===== src/dkexp_defs.svh =====
`ifndef DKEXP_DEFS_SVH
`define DKEXP_DEFS_SVH

// ****************************************************************
// Register indices on the serial register interface.
// ****************************************************************
`define DKEXP_IDX_PRIMARY_STATUS_REG 8'h02
`define DKEXP_IDX_SETUP0 8'h10
`define DKEXP_IDX_MODE_SEL 8'h18
`define DKEXP_IDX_FINE_HI 8'h20
`define DKEXP_IDX_FINE_LO 8'h21
`define DKEXP_IDX_COARSE_HI 8'h22
`define DKEXP_IDX_COARSE_LO 8'h23
`define DKEXP_IDX_GAIN 8'h24
`define DKEXP_IDX_CLKDIV 8'h25
`define DKEXP_IDX_BLACK_EXT 8'h29
`define DKEXP_IDX_BLACK_SETUP 8'h2A
`define DKEXP_IDX_DARK_EXT 8'h2D
`define DKEXP_IDX_DARK_SETUP 8'h2E
`define DKEXP_IDX_LINE_HI 8'h52
`define DKEXP_IDX_LINE_LO 8'h53
`define DKEXP_IDX_FIELD_HI 8'h61
`define DKEXP_IDX_FIELD_LO 8'h62

// ****************************************************************
// Field positions and reset values.
// ****************************************************************
`define DKEXP_DS_HALF 2
`define DKEXP_DS_WIDE 5
`define DKEXP_MS_IGAIN_DIRECT 1
`define DKEXP_ST_FINE 0
`define DKEXP_ST_COARSE 1
`define DKEXP_ST_CLKDIV 2
`define DKEXP_ST_GAIN 3
`define DKEXP_ST_TIMING 6
`define DKEXP_RST_GAIN 8'hF0
`define DKEXP_RST_DARK_SETUP 8'h09
`define DKEXP_RST_BLACK_SETUP 8'h09
`define DKEXP_RST_SETUP0 8'h02
`define DKEXP_RST_LINE 16'h01A0
`define DKEXP_RST_FIELD 16'h0138

// ****************************************************************
// Levels and timing counts.
// ****************************************************************
`define DKEXP_DARK_TARGET_INT 12'sh080
`define DKEXP_BAND_NARROW 12'sh002
`define DKEXP_BAND_WIDE 12'sh004
`define DKEXP_COARSE_MARGIN 16'h0001
`define DKEXP_FINE_OFS_NTSC_CIF 16'h0033
`define DKEXP_FINE_OFS_PAL 16'h0056
`define DKEXP_FINE_OFS_QCIF 16'h0017
`define DKEXP_FRAC_BITS 4

`endif


===== src/dkexp_pkg.sv =====
package dkexp_pkg;

  // Video format, held in the low two bits of the setup register.
  typedef enum logic [1:0] {
    DKEXP_VM_PAL,
    DKEXP_VM_NTSC,
    DKEXP_VM_CIF,
    DKEXP_VM_QCIF
  } dkexp_vmode_t;

  // Offset cancellation source, low two bits of the black and dark setup registers.
  typedef enum logic [1:0] {
    DKEXP_OFS_NONE,
    DKEXP_OFS_INTERNAL,
    DKEXP_OFS_EXTERNAL,
    DKEXP_OFS_RSVD
  } dkexp_ofs_mode_t;

endpackage : dkexp_pkg


===== src/dkexp_ctrl.sv =====
`timescale 1ns/1ps
`include "dkexp_defs.svh"
// Contract
// - Shielded dark pixels output 128 inside, 64 outside.
// - Dark offset uses leaky integrator on corrected data.
// - Dark target 64, cancellation defaults to zero.
// - Dark setup index 46, bit2 halves lines.
// - Half mode uses only lines following dark.
// - Black and dark offset modes chosen independently.
// - Exposure is coarse times line plus fine, scaled.
// - Divider ratio is basic times optional divisor.
// - Coarse maximum is field length minus one.
// - Fine maximum is line length minus mode offset.
// - Requests above maximum are clipped to it.
// - Gain index 36: capacitive high, current low.
// - Direct mode: current code is inverted nibble.
// - Otherwise current code is inverted mirrored nibble.
// - Ten-bit mode: capacitive code nibble then 11.
// - Nine-bit mode: halved nibble then 11.
// - PAL/NTSC run nine bits, CIF/QCIF ten.
// - Gain applies about one frame after exposure.
// - Writes held as shadows, pending flags shown.
module dkexp_ctrl (
  input wire logic clk,
  input wire logic sys_rst,
  input wire logic reg_wr_en,
  input wire logic [7:0] reg_index,
  input wire logic [7:0] reg_wr_data,
  input wire logic msg_busy,
  output logic [7:0] reg_rd_data,
  input wire logic field_odd,
  input wire logic evt_odd_to_even,
  input wire logic evt_eof_sav,
  input wire logic evt_first_dark_sav,
  input wire logic line_start,
  input wire logic dark_line,
  input wire logic pix_valid,
  input wire logic [9:0] pix_data,
  input wire logic [9:0] black_int_offset,
  output logic [7:0] pix_out,
  output logic [9:0] black_offset,
  output logic [9:0] dark_offset,
  output logic pix_en,
  output logic adc_10bit,
  output logic [3:0] igain,
  output logic [5:0] cgain,
  output logic [8:0] gain_q4,
  output logic [15:0] coarse_applied,
  output logic [15:0] fine_applied,
  output logic [39:0] exp_period_clk
);

  // ****************************************************************
  // Decode helpers.
  // ****************************************************************
  function automatic logic [15:0] fine_ofs(input dkexp_pkg::dkexp_vmode_t m);
    unique case (m)
      dkexp_pkg::DKEXP_VM_PAL: fine_ofs = `DKEXP_FINE_OFS_PAL;
      dkexp_pkg::DKEXP_VM_QCIF: fine_ofs = `DKEXP_FINE_OFS_QCIF;
      dkexp_pkg::DKEXP_VM_NTSC, dkexp_pkg::DKEXP_VM_CIF: fine_ofs = `DKEXP_FINE_OFS_NTSC_CIF;
    endcase
  endfunction : fine_ofs

  function automatic logic [15:0] clip(input logic [15:0] req, input logic [15:0] lim);
    clip = (req > lim) ? lim : req;
  endfunction : clip

  function automatic logic [9:0] pick_ofs(input logic [1:0] mode, input logic [9:0] int_v,
                                          input logic [7:0] ext_v);
    unique case (dkexp_pkg::dkexp_ofs_mode_t'(mode))
      dkexp_pkg::DKEXP_OFS_INTERNAL: pick_ofs = int_v;
      dkexp_pkg::DKEXP_OFS_EXTERNAL: pick_ofs = {2'b00, ext_v};
      default: pick_ofs = 10'h000;
    endcase
  endfunction : pick_ofs

  // ****************************************************************
  // Shadow and working registers.
  // ****************************************************************
  logic [7:0] sh_setup0_r, sh_mode_r, sh_gain_r, sh_clkdiv_r, sh_bext_r, sh_bset_r;
  logic [7:0] sh_dext_r, sh_dset_r;
  logic [15:0] sh_fine_r, sh_coarse_r, sh_line_r, sh_field_r;
  logic [7:0] wk_setup0_r, wk_mode_r, wk_gain_r, wk_clkdiv_r, wk_bext_r, wk_bset_r;
  logic [7:0] wk_dext_r, wk_dset_r;
  logic [15:0] wk_fine_r, wk_coarse_r, wk_line_r, wk_field_r;
  logic pend_fine_r, pend_coarse_r, pend_clk_r, pend_gain_r, pend_tim_r, gain_arm_r;
  logic [7:0] sh_setup0_nxt, sh_mode_nxt, sh_gain_nxt, sh_clkdiv_nxt, sh_bext_nxt, sh_bset_nxt;
  logic [7:0] sh_dext_nxt, sh_dset_nxt;
  logic [15:0] sh_fine_nxt, sh_coarse_nxt, sh_line_nxt, sh_field_nxt;
  logic pend_fine_nxt, pend_coarse_nxt, pend_clk_nxt, pend_gain_nxt, pend_tim_nxt, gain_arm_nxt;
  logic wr_fine, wr_coarse, wr_gain, wr_clk, wr_tim;
  logic upd_tim, upd_fine, upd_coarse, upd_gain;
  dkexp_pkg::dkexp_vmode_t vmode;

  assign vmode = dkexp_pkg::dkexp_vmode_t'(wk_setup0_r[1:0]);
  assign upd_tim = evt_odd_to_even;
  // Fine exposure follows a pending line length so both land together.
  assign upd_fine = pend_tim_r ? evt_odd_to_even : (evt_eof_sav && field_odd);
  assign upd_coarse = evt_first_dark_sav && field_odd;
  // Gain waits one frame behind exposure and never lands mid-message.
  assign upd_gain = evt_first_dark_sav && field_odd && gain_arm_r && !msg_busy;

  // Shadow capture and pending flags; a write in the consume cycle keeps its flag.
  always_comb begin
    sh_setup0_nxt = sh_setup0_r;
    sh_mode_nxt = sh_mode_r;
    sh_gain_nxt = sh_gain_r;
    sh_clkdiv_nxt = sh_clkdiv_r;
    sh_bext_nxt = sh_bext_r;
    sh_bset_nxt = sh_bset_r;
    sh_dext_nxt = sh_dext_r;
    sh_dset_nxt = sh_dset_r;
    sh_fine_nxt = sh_fine_r;
    sh_coarse_nxt = sh_coarse_r;
    sh_line_nxt = sh_line_r;
    sh_field_nxt = sh_field_r;
    wr_fine = 1'b0;
    wr_coarse = 1'b0;
    wr_gain = 1'b0;
    wr_clk = 1'b0;
    wr_tim = 1'b0;
    if (reg_wr_en) begin
      unique case (reg_index)
        `DKEXP_IDX_SETUP0: begin sh_setup0_nxt = reg_wr_data; wr_tim = 1'b1; end
        `DKEXP_IDX_MODE_SEL: begin sh_mode_nxt = reg_wr_data; wr_tim = 1'b1; end
        `DKEXP_IDX_GAIN: begin sh_gain_nxt = reg_wr_data; wr_gain = 1'b1; end
        `DKEXP_IDX_CLKDIV: begin sh_clkdiv_nxt = {4'h0, reg_wr_data[3:0]}; wr_clk = 1'b1; end
        `DKEXP_IDX_BLACK_EXT: begin sh_bext_nxt = reg_wr_data; wr_tim = 1'b1; end
        `DKEXP_IDX_BLACK_SETUP: begin sh_bset_nxt = reg_wr_data; wr_tim = 1'b1; end
        `DKEXP_IDX_DARK_EXT: begin sh_dext_nxt = reg_wr_data; wr_tim = 1'b1; end
        `DKEXP_IDX_DARK_SETUP: begin sh_dset_nxt = reg_wr_data; wr_tim = 1'b1; end
        `DKEXP_IDX_FINE_HI: begin sh_fine_nxt[15:8] = reg_wr_data; wr_fine = 1'b1; end
        `DKEXP_IDX_FINE_LO: begin sh_fine_nxt[7:0] = reg_wr_data; wr_fine = 1'b1; end
        `DKEXP_IDX_COARSE_HI: begin sh_coarse_nxt[15:8] = reg_wr_data; wr_coarse = 1'b1; end
        `DKEXP_IDX_COARSE_LO: begin sh_coarse_nxt[7:0] = reg_wr_data; wr_coarse = 1'b1; end
        `DKEXP_IDX_LINE_HI: begin sh_line_nxt[15:8] = reg_wr_data; wr_tim = 1'b1; end
        `DKEXP_IDX_LINE_LO: begin sh_line_nxt[7:0] = reg_wr_data; wr_tim = 1'b1; end
        `DKEXP_IDX_FIELD_HI: begin sh_field_nxt[15:8] = reg_wr_data; wr_tim = 1'b1; end
        `DKEXP_IDX_FIELD_LO: begin sh_field_nxt[7:0] = reg_wr_data; wr_tim = 1'b1; end
        default: ;
      endcase
    end
    pend_fine_nxt = wr_fine | (pend_fine_r & ~upd_fine);
    pend_coarse_nxt = wr_coarse | (pend_coarse_r & ~upd_coarse);
    pend_clk_nxt = wr_clk | (pend_clk_r & ~upd_tim);
    pend_gain_nxt = wr_gain | (pend_gain_r & ~upd_gain);
    pend_tim_nxt = wr_tim | (pend_tim_r & ~upd_tim);
    gain_arm_nxt = gain_arm_r;
    if (upd_gain) begin
      gain_arm_nxt = 1'b0;
    end else if (upd_coarse && pend_gain_r) begin
      gain_arm_nxt = 1'b1;
    end
  end

  // Shadow, working and flag registers; working copies load on their update points.
  always_ff @(posedge clk) begin
    if (sys_rst) begin
      sh_setup0_r <= `DKEXP_RST_SETUP0;
      sh_mode_r <= 8'h00;
      sh_gain_r <= `DKEXP_RST_GAIN;
      sh_clkdiv_r <= 8'h00;
      sh_bext_r <= 8'h00;
      sh_bset_r <= `DKEXP_RST_BLACK_SETUP;
      sh_dext_r <= 8'h00;
      sh_dset_r <= `DKEXP_RST_DARK_SETUP;
      sh_fine_r <= 16'h0000;
      sh_coarse_r <= 16'h0000;
      sh_line_r <= `DKEXP_RST_LINE;
      sh_field_r <= `DKEXP_RST_FIELD;
      wk_setup0_r <= `DKEXP_RST_SETUP0;
      wk_mode_r <= 8'h00;
      wk_gain_r <= `DKEXP_RST_GAIN;
      wk_clkdiv_r <= 8'h00;
      wk_bext_r <= 8'h00;
      wk_bset_r <= `DKEXP_RST_BLACK_SETUP;
      wk_dext_r <= 8'h00;
      wk_dset_r <= `DKEXP_RST_DARK_SETUP;
      wk_fine_r <= 16'h0000;
      wk_coarse_r <= 16'h0000;
      wk_line_r <= `DKEXP_RST_LINE;
      wk_field_r <= `DKEXP_RST_FIELD;
      pend_fine_r <= 1'b0;
      pend_coarse_r <= 1'b0;
      pend_clk_r <= 1'b0;
      pend_gain_r <= 1'b0;
      pend_tim_r <= 1'b0;
      gain_arm_r <= 1'b0;
    end else begin
      sh_setup0_r <= sh_setup0_nxt;
      sh_mode_r <= sh_mode_nxt;
      sh_gain_r <= sh_gain_nxt;
      sh_clkdiv_r <= sh_clkdiv_nxt;
      sh_bext_r <= sh_bext_nxt;
      sh_bset_r <= sh_bset_nxt;
      sh_dext_r <= sh_dext_nxt;
      sh_dset_r <= sh_dset_nxt;
      sh_fine_r <= sh_fine_nxt;
      sh_coarse_r <= sh_coarse_nxt;
      sh_line_r <= sh_line_nxt;
      sh_field_r <= sh_field_nxt;
      if (upd_tim) begin
        wk_setup0_r <= sh_setup0_r;
        wk_mode_r <= sh_mode_r;
        wk_clkdiv_r <= sh_clkdiv_r;
        wk_bext_r <= sh_bext_r;
        wk_bset_r <= sh_bset_r;
        wk_dext_r <= sh_dext_r;
        wk_dset_r <= sh_dset_r;
        wk_line_r <= sh_line_r;
        wk_field_r <= sh_field_r;
      end
      if (upd_fine) wk_fine_r <= sh_fine_r;
      if (upd_coarse) wk_coarse_r <= sh_coarse_r;
      if (upd_gain) wk_gain_r <= sh_gain_r;
      pend_fine_r <= pend_fine_nxt;
      pend_coarse_r <= pend_coarse_nxt;
      pend_clk_r <= pend_clk_nxt;
      pend_gain_r <= pend_gain_nxt;
      pend_tim_r <= pend_tim_nxt;
      gain_arm_r <= gain_arm_nxt;
    end
  end

  // ****************************************************************
  // Exposure limits, divider and period.
  // ****************************************************************
  logic [6:0] div_total, div_cnt_r, div_cnt_nxt;
  logic [3:0] div_basic;
  logic [3:0] div_code;
  logic [3:0] div_opt;
  logic [15:0] coarse_max, fine_max;
  logic [39:0] exp_nxt;

  // Basic division comes from the video mode; a zero optional divisor counts as one.
  // The mode code shown in the divisor readback follows the same decode.
  always_comb begin
    unique case (vmode)
      dkexp_pkg::DKEXP_VM_CIF: begin
        div_basic = 4'h4;
        div_code = 4'h1;
      end
      dkexp_pkg::DKEXP_VM_QCIF: begin
        div_basic = 4'h8;
        div_code = 4'h3;
      end
      dkexp_pkg::DKEXP_VM_PAL, dkexp_pkg::DKEXP_VM_NTSC: begin
        div_basic = 4'h2;
        div_code = 4'h0;
      end
    endcase
    div_opt = (wk_clkdiv_r[3:0] == 4'h0) ? 4'h1 : wk_clkdiv_r[3:0];
    div_total = 7'(div_basic) * 7'(div_opt);
    div_cnt_nxt = (div_cnt_r + 7'h01 >= div_total) ? 7'h00 : div_cnt_r + 7'h01;
    coarse_max = wk_field_r - `DKEXP_COARSE_MARGIN;
    fine_max = wk_line_r - fine_ofs(vmode);
    coarse_applied = clip(wk_coarse_r, coarse_max);
    fine_applied = clip(wk_fine_r, fine_max);
    exp_nxt = (40'(coarse_applied) * 40'(wk_line_r) + 40'(fine_applied)) * 40'(div_total);
  end

  assign pix_en = (div_cnt_r == 7'h00);

  // Divider counter and registered exposure period in input clock periods.
  always_ff @(posedge clk) begin
    if (sys_rst) begin
      div_cnt_r <= 7'h00;
      exp_period_clk <= 40'h0000000000;
    end else begin
      div_cnt_r <= div_cnt_nxt;
      exp_period_clk <= exp_nxt;
    end
  end

  // ****************************************************************
  // Gain decode.
  // ****************************************************************
  // Mirror-inverse is the default wiring; the direct option drops the mirror.
  always_comb begin
    if (wk_mode_r[`DKEXP_MS_IGAIN_DIRECT]) begin
      igain = ~wk_gain_r[3:0];
    end else begin
      igain = ~{wk_gain_r[0], wk_gain_r[1], wk_gain_r[2], wk_gain_r[3]};
    end
    adc_10bit = (vmode == dkexp_pkg::DKEXP_VM_CIF) || (vmode == dkexp_pkg::DKEXP_VM_QCIF);
    cgain = adc_10bit ? {wk_gain_r[7:4], 2'b11} : {1'b0, wk_gain_r[7:5], 2'b11};
    gain_q4 = 9'(9'h100 / (9'(igain) + 9'h001));
  end

  // ****************************************************************
  // Dark offset integrator and output path.
  // ****************************************************************
  logic prev_dark_r, prev_dark_nxt, half_tog_r, half_tog_nxt, line_use_r, line_use_nxt;
  logic signed [17:0] dacc_r, dacc_nxt;
  logic signed [11:0] corr, err, band;
  logic [7:0] pix_out_nxt;
  logic [9:0] dark_int;

  assign dark_int = dacc_r[`DKEXP_FRAC_BITS +: 10];
  assign dark_offset = pick_ofs(wk_dset_r[1:0], dark_int, wk_dext_r);
  assign black_offset = pick_ofs(wk_bset_r[1:0], black_int_offset, wk_bext_r);

  // Line selection and leaky integration toward the dark target.
  always_comb begin
    prev_dark_nxt = prev_dark_r;
    half_tog_nxt = half_tog_r;
    line_use_nxt = line_use_r;
    if (line_start) begin
      prev_dark_nxt = dark_line;
      half_tog_nxt = (dark_line && prev_dark_r) ? ~half_tog_r : 1'b0;
      // Half mode takes every second dark line, never the first after the shield edge.
      line_use_nxt = dark_line && (!wk_dset_r[`DKEXP_DS_HALF] || (prev_dark_r && !half_tog_r));
    end
    corr = 12'($signed({2'b00, pix_data}) - $signed({2'b00, dark_offset}));
    err = corr - `DKEXP_DARK_TARGET_INT;
    band = wk_dset_r[`DKEXP_DS_WIDE] ? `DKEXP_BAND_WIDE : `DKEXP_BAND_NARROW;
    dacc_nxt = dacc_r;
    if (pix_valid && line_use_r && (err > band || err < -band) &&
        dkexp_pkg::dkexp_ofs_mode_t'(wk_dset_r[1:0]) == dkexp_pkg::DKEXP_OFS_INTERNAL) begin
      dacc_nxt = dacc_r + ((18'(err) <<< `DKEXP_FRAC_BITS) >>> wk_dset_r[4:3]);
    end
    if (corr < 12'sh000) begin
      pix_out_nxt = 8'h00;
    end else if (corr > 12'sh1FF) begin
      pix_out_nxt = 8'hFF;
    end else begin
      pix_out_nxt = corr[8:1];
    end
  end

  // Integrator starts at zero so an ideal dark line needs no correction.
  always_ff @(posedge clk) begin
    if (sys_rst) begin
      prev_dark_r <= 1'b0;
      half_tog_r <= 1'b0;
      line_use_r <= 1'b0;
      dacc_r <= 18'sh00000;
      pix_out <= 8'h00;
    end else begin
      prev_dark_r <= prev_dark_nxt;
      half_tog_r <= half_tog_nxt;
      line_use_r <= line_use_nxt;
      dacc_r <= dacc_nxt;
      pix_out <= pix_valid ? pix_out_nxt : pix_out;
    end
  end

  // Register readback, one cycle after the index is presented.
  always_ff @(posedge clk) begin
    if (sys_rst) begin
      reg_rd_data <= 8'h00;
    end else begin
      unique case (reg_index)
        `DKEXP_IDX_PRIMARY_STATUS_REG: reg_rd_data <= {1'b0, pend_tim_r, 2'b00, pend_gain_r, pend_clk_r,
                                            pend_coarse_r, pend_fine_r};
        `DKEXP_IDX_GAIN: reg_rd_data <= sh_gain_r;
        `DKEXP_IDX_CLKDIV: reg_rd_data <= {div_code, sh_clkdiv_r[3:0]};
        `DKEXP_IDX_DARK_SETUP: reg_rd_data <= sh_dset_r;
        `DKEXP_IDX_BLACK_SETUP: reg_rd_data <= sh_bset_r;
        `DKEXP_IDX_SETUP0: reg_rd_data <= sh_setup0_r;
        `DKEXP_IDX_MODE_SEL: reg_rd_data <= sh_mode_r;
        default: reg_rd_data <= 8'h00;
      endcase
    end
  end

  // ****************************************************************
  // Checks.
  // ****************************************************************
  property p_fine_clip;
    @(posedge clk) disable iff (sys_rst) fine_applied <= wk_line_r - fine_ofs(vmode);
  endproperty
  a_fine_clip: assert property (p_fine_clip) else $error("fine above max");
  property p_coarse_clip;
    @(posedge clk) disable iff (sys_rst)
      (wk_coarse_r >= wk_field_r) |-> coarse_applied == wk_field_r - 16'h0001;
  endproperty
  a_coarse_clip: assert property (p_coarse_clip) else $error("coarse not clipped");
  property p_igain_mirror;
    @(posedge clk) disable iff (sys_rst)
      !wk_mode_r[1] |-> igain[3] == ~wk_gain_r[0] && igain[0] == ~wk_gain_r[3];
  endproperty
  a_igain_mirror: assert property (p_igain_mirror) else $error("igain mirror wrong");
  property p_cgain_9bit;
    @(posedge clk) disable iff (sys_rst)
      (!adc_10bit && wk_gain_r[7:4] == 4'hF) |-> cgain == 6'h1F;
  endproperty
  a_cgain_9bit: assert property (p_cgain_9bit) else $error("cgain 9bit wrong");
  property p_pend_set;
    @(posedge clk) disable iff (sys_rst)
      (reg_wr_en && reg_index == `DKEXP_IDX_GAIN) |=> pend_gain_r;
  endproperty
  a_pend_set: assert property (p_pend_set) else $error("gain pending lost");
  property p_gain_after_exp;
    @(posedge clk) disable iff (sys_rst) $changed(wk_gain_r) |-> $past(gain_arm_r);
  endproperty
  a_gain_after_exp: assert property (p_gain_after_exp) else $error("gain early");
  property p_coarse_point;
    @(posedge clk) disable iff (sys_rst) $changed(wk_coarse_r) |-> $past(upd_coarse);
  endproperty
  a_coarse_point: assert property (p_coarse_point) else $error("coarse off point");
  property p_none_zero;
    @(posedge clk) disable iff (sys_rst) (wk_dset_r[1:0] == 2'b00) |-> dark_offset == 10'h000;
  endproperty
  a_none_zero: assert property (p_none_zero) else $error("dark none nonzero");
  property p_adc_mode;
    @(posedge clk) disable iff (sys_rst) (vmode == dkexp_pkg::DKEXP_VM_PAL) |-> !adc_10bit;
  endproperty
  a_adc_mode: assert property (p_adc_mode) else $error("PAL not 9bit");
  c_gain_apply: cover property (@(posedge clk) disable iff (sys_rst) upd_gain);
  c_fine_clip: cover property (@(posedge clk) disable iff (sys_rst) wk_fine_r > fine_max);
  c_dark_step: cover property (@(posedge clk) disable iff (sys_rst) dacc_nxt != dacc_r);

endmodule : dkexp_ctrl


===== config.mk =====
export PLATFORM = sky130hd
export DESIGN_NAME = dkexp_ctrl
export DESIGN_NICKNAME = d
export VERILOG_FILES = /design/src/dkexp_pkg.sv /design/src/dkexp_ctrl.sv
export VERILOG_INCLUDE_DIRS = /design/src
export SDC_FILE = /design/constraint.sdc
export NUM_CORES = 2
export LEC_CHECK = 0
export ABC_CLOCK_PERIOD_IN_PS = 27800
export BUFFER_PORTS_ARGS = -buffer_cell sky130_fd_sc_hd__clkbuf_2
export CORE_AREA = 2 2 357 359
export DETAILED_ROUTE_END_ITERATION = 12
export DIE_AREA = 0 0 359 361
export HOLD_SLACK_MARGIN = 0.15
export SYNTH_ARGS = -nofsm -noshare
export SYNTH_HDL_FRONTEND = slang
export SYNTH_SLANG_ARGS = --single-unit
export TNS_END_PERCENT = 50

===== constraint.sdc =====
create_clock -name clk -period 27.8 [get_ports clk]
set_input_delay 4.17 -clock clk [delete_from_list [all_inputs] [get_ports clk]]
set_output_delay 4.17 -clock clk [all_outputs]
set_load 0.01 [all_outputs]

==> impl_metrics.tcl <==
set metrics [dict create \
    synth-edff-count 0 \
    clockRootBuffer "clkbuf_16" \
    drive_above_1_share_pct 9.11 \
    crit_type "flop to primary output" \
    worstPathRequired_ps 23630 \
    status "completed" \
    clock_path_buffers 3 \
    post_cts_buffers 0 \
    grt_use_met1_pct 18.0 \
    tightest_slew_ps 1050 \
    critPathLaunchType "flop" \
    total_power_mw 1.08 \
    max_freq_mhz 53.8 \
    leakage_nw 17.5 \
    min_period_over_period_pct 66.8 \
    path_clk_slew_ps 60 \
    synth_cells 3642 \
    drtIter0Drc 1622 \
    cts_resized 0 \
    drv_slew 0 \
    cp_slowest_stage_delay_ps 700 \
    coreArea_mm2 0.125 \
    io_pins 176 \
    synthToLayoutAreaGrowth_pct 12.8 \
    synth-seq-cells 311 \
    min_period_ps 18570 \
    grt-ovfl-total 0 \
    syn_area_mm2 0.0313 \
    vias 25100 \
    cp_data_arrival_time_ps 14400 \
    grt_max_degree 102 \
    cts_sinks 311 \
    tns_ps 0 \
    cp_slowest_cell "mux2i_4" \
    grt-busiest-layer "met2" \
    start_util_pct 25.0 \
    crit_fanout 21 \
    cp_common_cell "a21oi_1" \
    tritoncts "yes" \
    synth_seq_area_share_pct 19.9 \
    io_buffers 172 \
    layout.cells.most_common "nand2_1" \
    whs_ps 431 \
    end_kind "primary output" \
    grtUsageMet2_pct 21.0 \
    h-tree-depth 2 \
    p_per_area_mw_per_mm2 30.7 \
    dp_hpwl_mm 65.1 \
    gp_congestion 0.848 \
    setup_viol_count_final 0 \
    grt_util_all_layers_pct 13.1 \
    holdBufCountCts 0 \
    drc 0 \
    max-slew-margin-rel_pct 30.2 \
    cts_made_buffers 38 \
    totalWireLength_mm 85.7 \
    avgRoutedWirePerCell_um 15.8 \
    via_per_inst 4.63 \
    met3_usage_pct 2.31 \
    yosysWarnings 0 \
    finClkSkew_ps 30.1 \
    grt_pass1_wl_mm 137 \
    clock_latency_ps 600 \
    drv_cap 0 \
    drtPass1Iterations 5 \
    mostFrequentLayoutCells "nand2_1 (531), inv_1 (447), fa_1 (340), dfxtp_1 (311), nor2_1 (307)" \
    hold_violations 0 \
    async_reset_ff_share_pct 0 \
    vdd_ir_drop_max_mv 0.0360 \
    num_rows 130 \
    grt_pass1_vias 24700 \
    dieArea_mm2 0.130 \
    antenna_found_initial 13 \
    syn_area_per_cell_um2 8.59 \
    hp-class "flop to flop" \
    die_x_um 359 \
    layout.nets 4430 \
    synth_cell_types 80 \
    dieHeight_um 361 \
    synthFlopType "dfxtp_1" \
    rsz0062_at_grt "false" \
    final_antenna_net_count 0 \
]
-- power breakdown --
| part | internal (mW) | leakage, nW | switching, mW |
|---|---|---|---|
| Sequential | 0.450 | 2.51 | 0.00373 |
| Combinational | 0.0384 | 14.3 | 0.0679 |
| Clock | 0.301 | 0.629 | 0.223 |
-- synthesized netlist by cell type, types with 8 or more instances --
cell | instances | share of area, %
nand2_1 | 531 | 6.4
inv_1 | 447 | 5.4
fa_1 | 340 | 22
dfxtp_1 | 311 | 20
nor2_1 | 307 | 3.7
ha_1 | 305 | 12
mux2i_1 | 225 | 7.2
a21oi_1 | 166 | 2.7
clkbuf_1 | 137 | 1.6
and2_1 | 110 | 2.2
xnor2_1 | 75 | 2.1
o21ai_0 | 63 | 1.0
nand2b_1 | 59 | 1.2
nand3_1 | 53 | 0.85
xor2_1 | 50 | 1.4
a21o_1 | 43 | 1.0
nor3_1 | 39 | 0.62
nor2b_1 | 38 | 0.76
mux2_2 | 20 | 0.72
or2_2 | 20 | 0.40
o211ai_1 | 19 | 0.46
o21a_1 | 19 | 0.46
a22oi_1 | 18 | 0.43
buf_1 | 18 | 0.22
o21ai_1 | 17 | 0.27
nand4_1 | 16 | 0.32
or3_1 | 16 | 0.32
a31oi_1 | 15 | 0.30
a211oi_1 | 14 | 0.34
and3_1 | 12 | 0.24
o21bai_1 | 10 | 0.24
a221oi_1 | 9 | 0.25
o22ai_1 | 8 | 0.16
or4_1 | 8 | 0.19
-- sequential cells by signal, summed over array words and instances, names as in the netlist, 16 cells and up --
| register | count |
|---|---|
| exp_period_clk | 39 |
| sh_coarse_r | 16 |
| sh_field_r | 16 |
| sh_fine_r | 16 |
| sh_line_r | 16 |
| wk_coarse_r | 16 |
| wk_field_r | 16 |
| wk_fine_r | 16 |
| wk_line_r | 16 |
-- metrics by stage --
| stage | util [%] | cells | area, um^2 | setup WS (ps) |
|---|---|---|---|---|
| 2_1_floorplan | - | 3643 | 31300 | 11610 |
| 3_3_place_gp | 27.1 | 5348 | 34000 | 9940 |
| 3_5_place_dp | 27.1 | 5348 | 34000 | 9850 |
| 4_1_cts | 28.1 | 5415 | 35300 | 9180 |
| 5_1_grt | 28.1 | 5415 | 35300 | 8030 |
| 6_report | 28.1 | 5416 | 35300 | 9230 |
-- cell type report --
cell class	instances	area, um^2
antenna	1	2.50
clock buffer	51	1060
clock inverter	16	244
fill	13300	90100
inverter	452	1700
multi-input combinational	2719	22800
sequential	311	6230
tap	1650	2060
timing repair buffer	216	1200
-- per-layer routing --
metal / part of all wire (%) / routed length [um]
met4: 2.3 / 2010
met1: 46 / 39500
met3: 5.8 / 4960
met5: 0.14 / 121
met2: 46 / 39100
-- path summary, 6_finish.rpt --
path / start / end / slack, ps / depth (start not counted)
setup / recovery: wk_mode_r[1]$_SDFFE_PP0P_ / gain_q4[0] / 9230 / 57
hold / removal: sh_coarse_r[6]$_SDFFE_PP0P_ / wk_coarse_r[6]$_SDFFE_PP0P_ / 430 / 2
setup reg to reg: wk_field_r[2]$_SDFFE_PP0P_ / exp_period_clk[37]$_SDFF_PP0_ / 13660 / 50
hold reg to reg: sh_coarse_r[6]$_SDFFE_PP0P_ / wk_coarse_r[6]$_SDFFE_PP0P_ / 430 / 2
-- cells by family (layout without fill, tap and decap cells) --
family / after synthesis / count (layout) / share of synthesized area, %
other: 2 / 4 / 0.0240
adders and majority gates: 645 / 645 / 33.9
buffers and inverters: 613 / 735 / 7.40
AOI/OAI and AO/OA: 458 / 458 / 9.21
and+or+nand+nor: 1241 / 1241 / 18.0
DFF: 311 / 311 / 19.9
muxes: 247 / 247 / 8.04
xor gates and xnor gates: 125 / 125 / 3.50
-- worst max-delay path: cells and delay by family (launching register included) --
kind	cells	cell delay (ps)
simple gates	19	5040
compound gates	28	4490
fa+ha+maj	8	2810
mux	1	700
flops	1	590
buf+inv	1	150
Note: power is estimated with default switching activity, not from simulation.
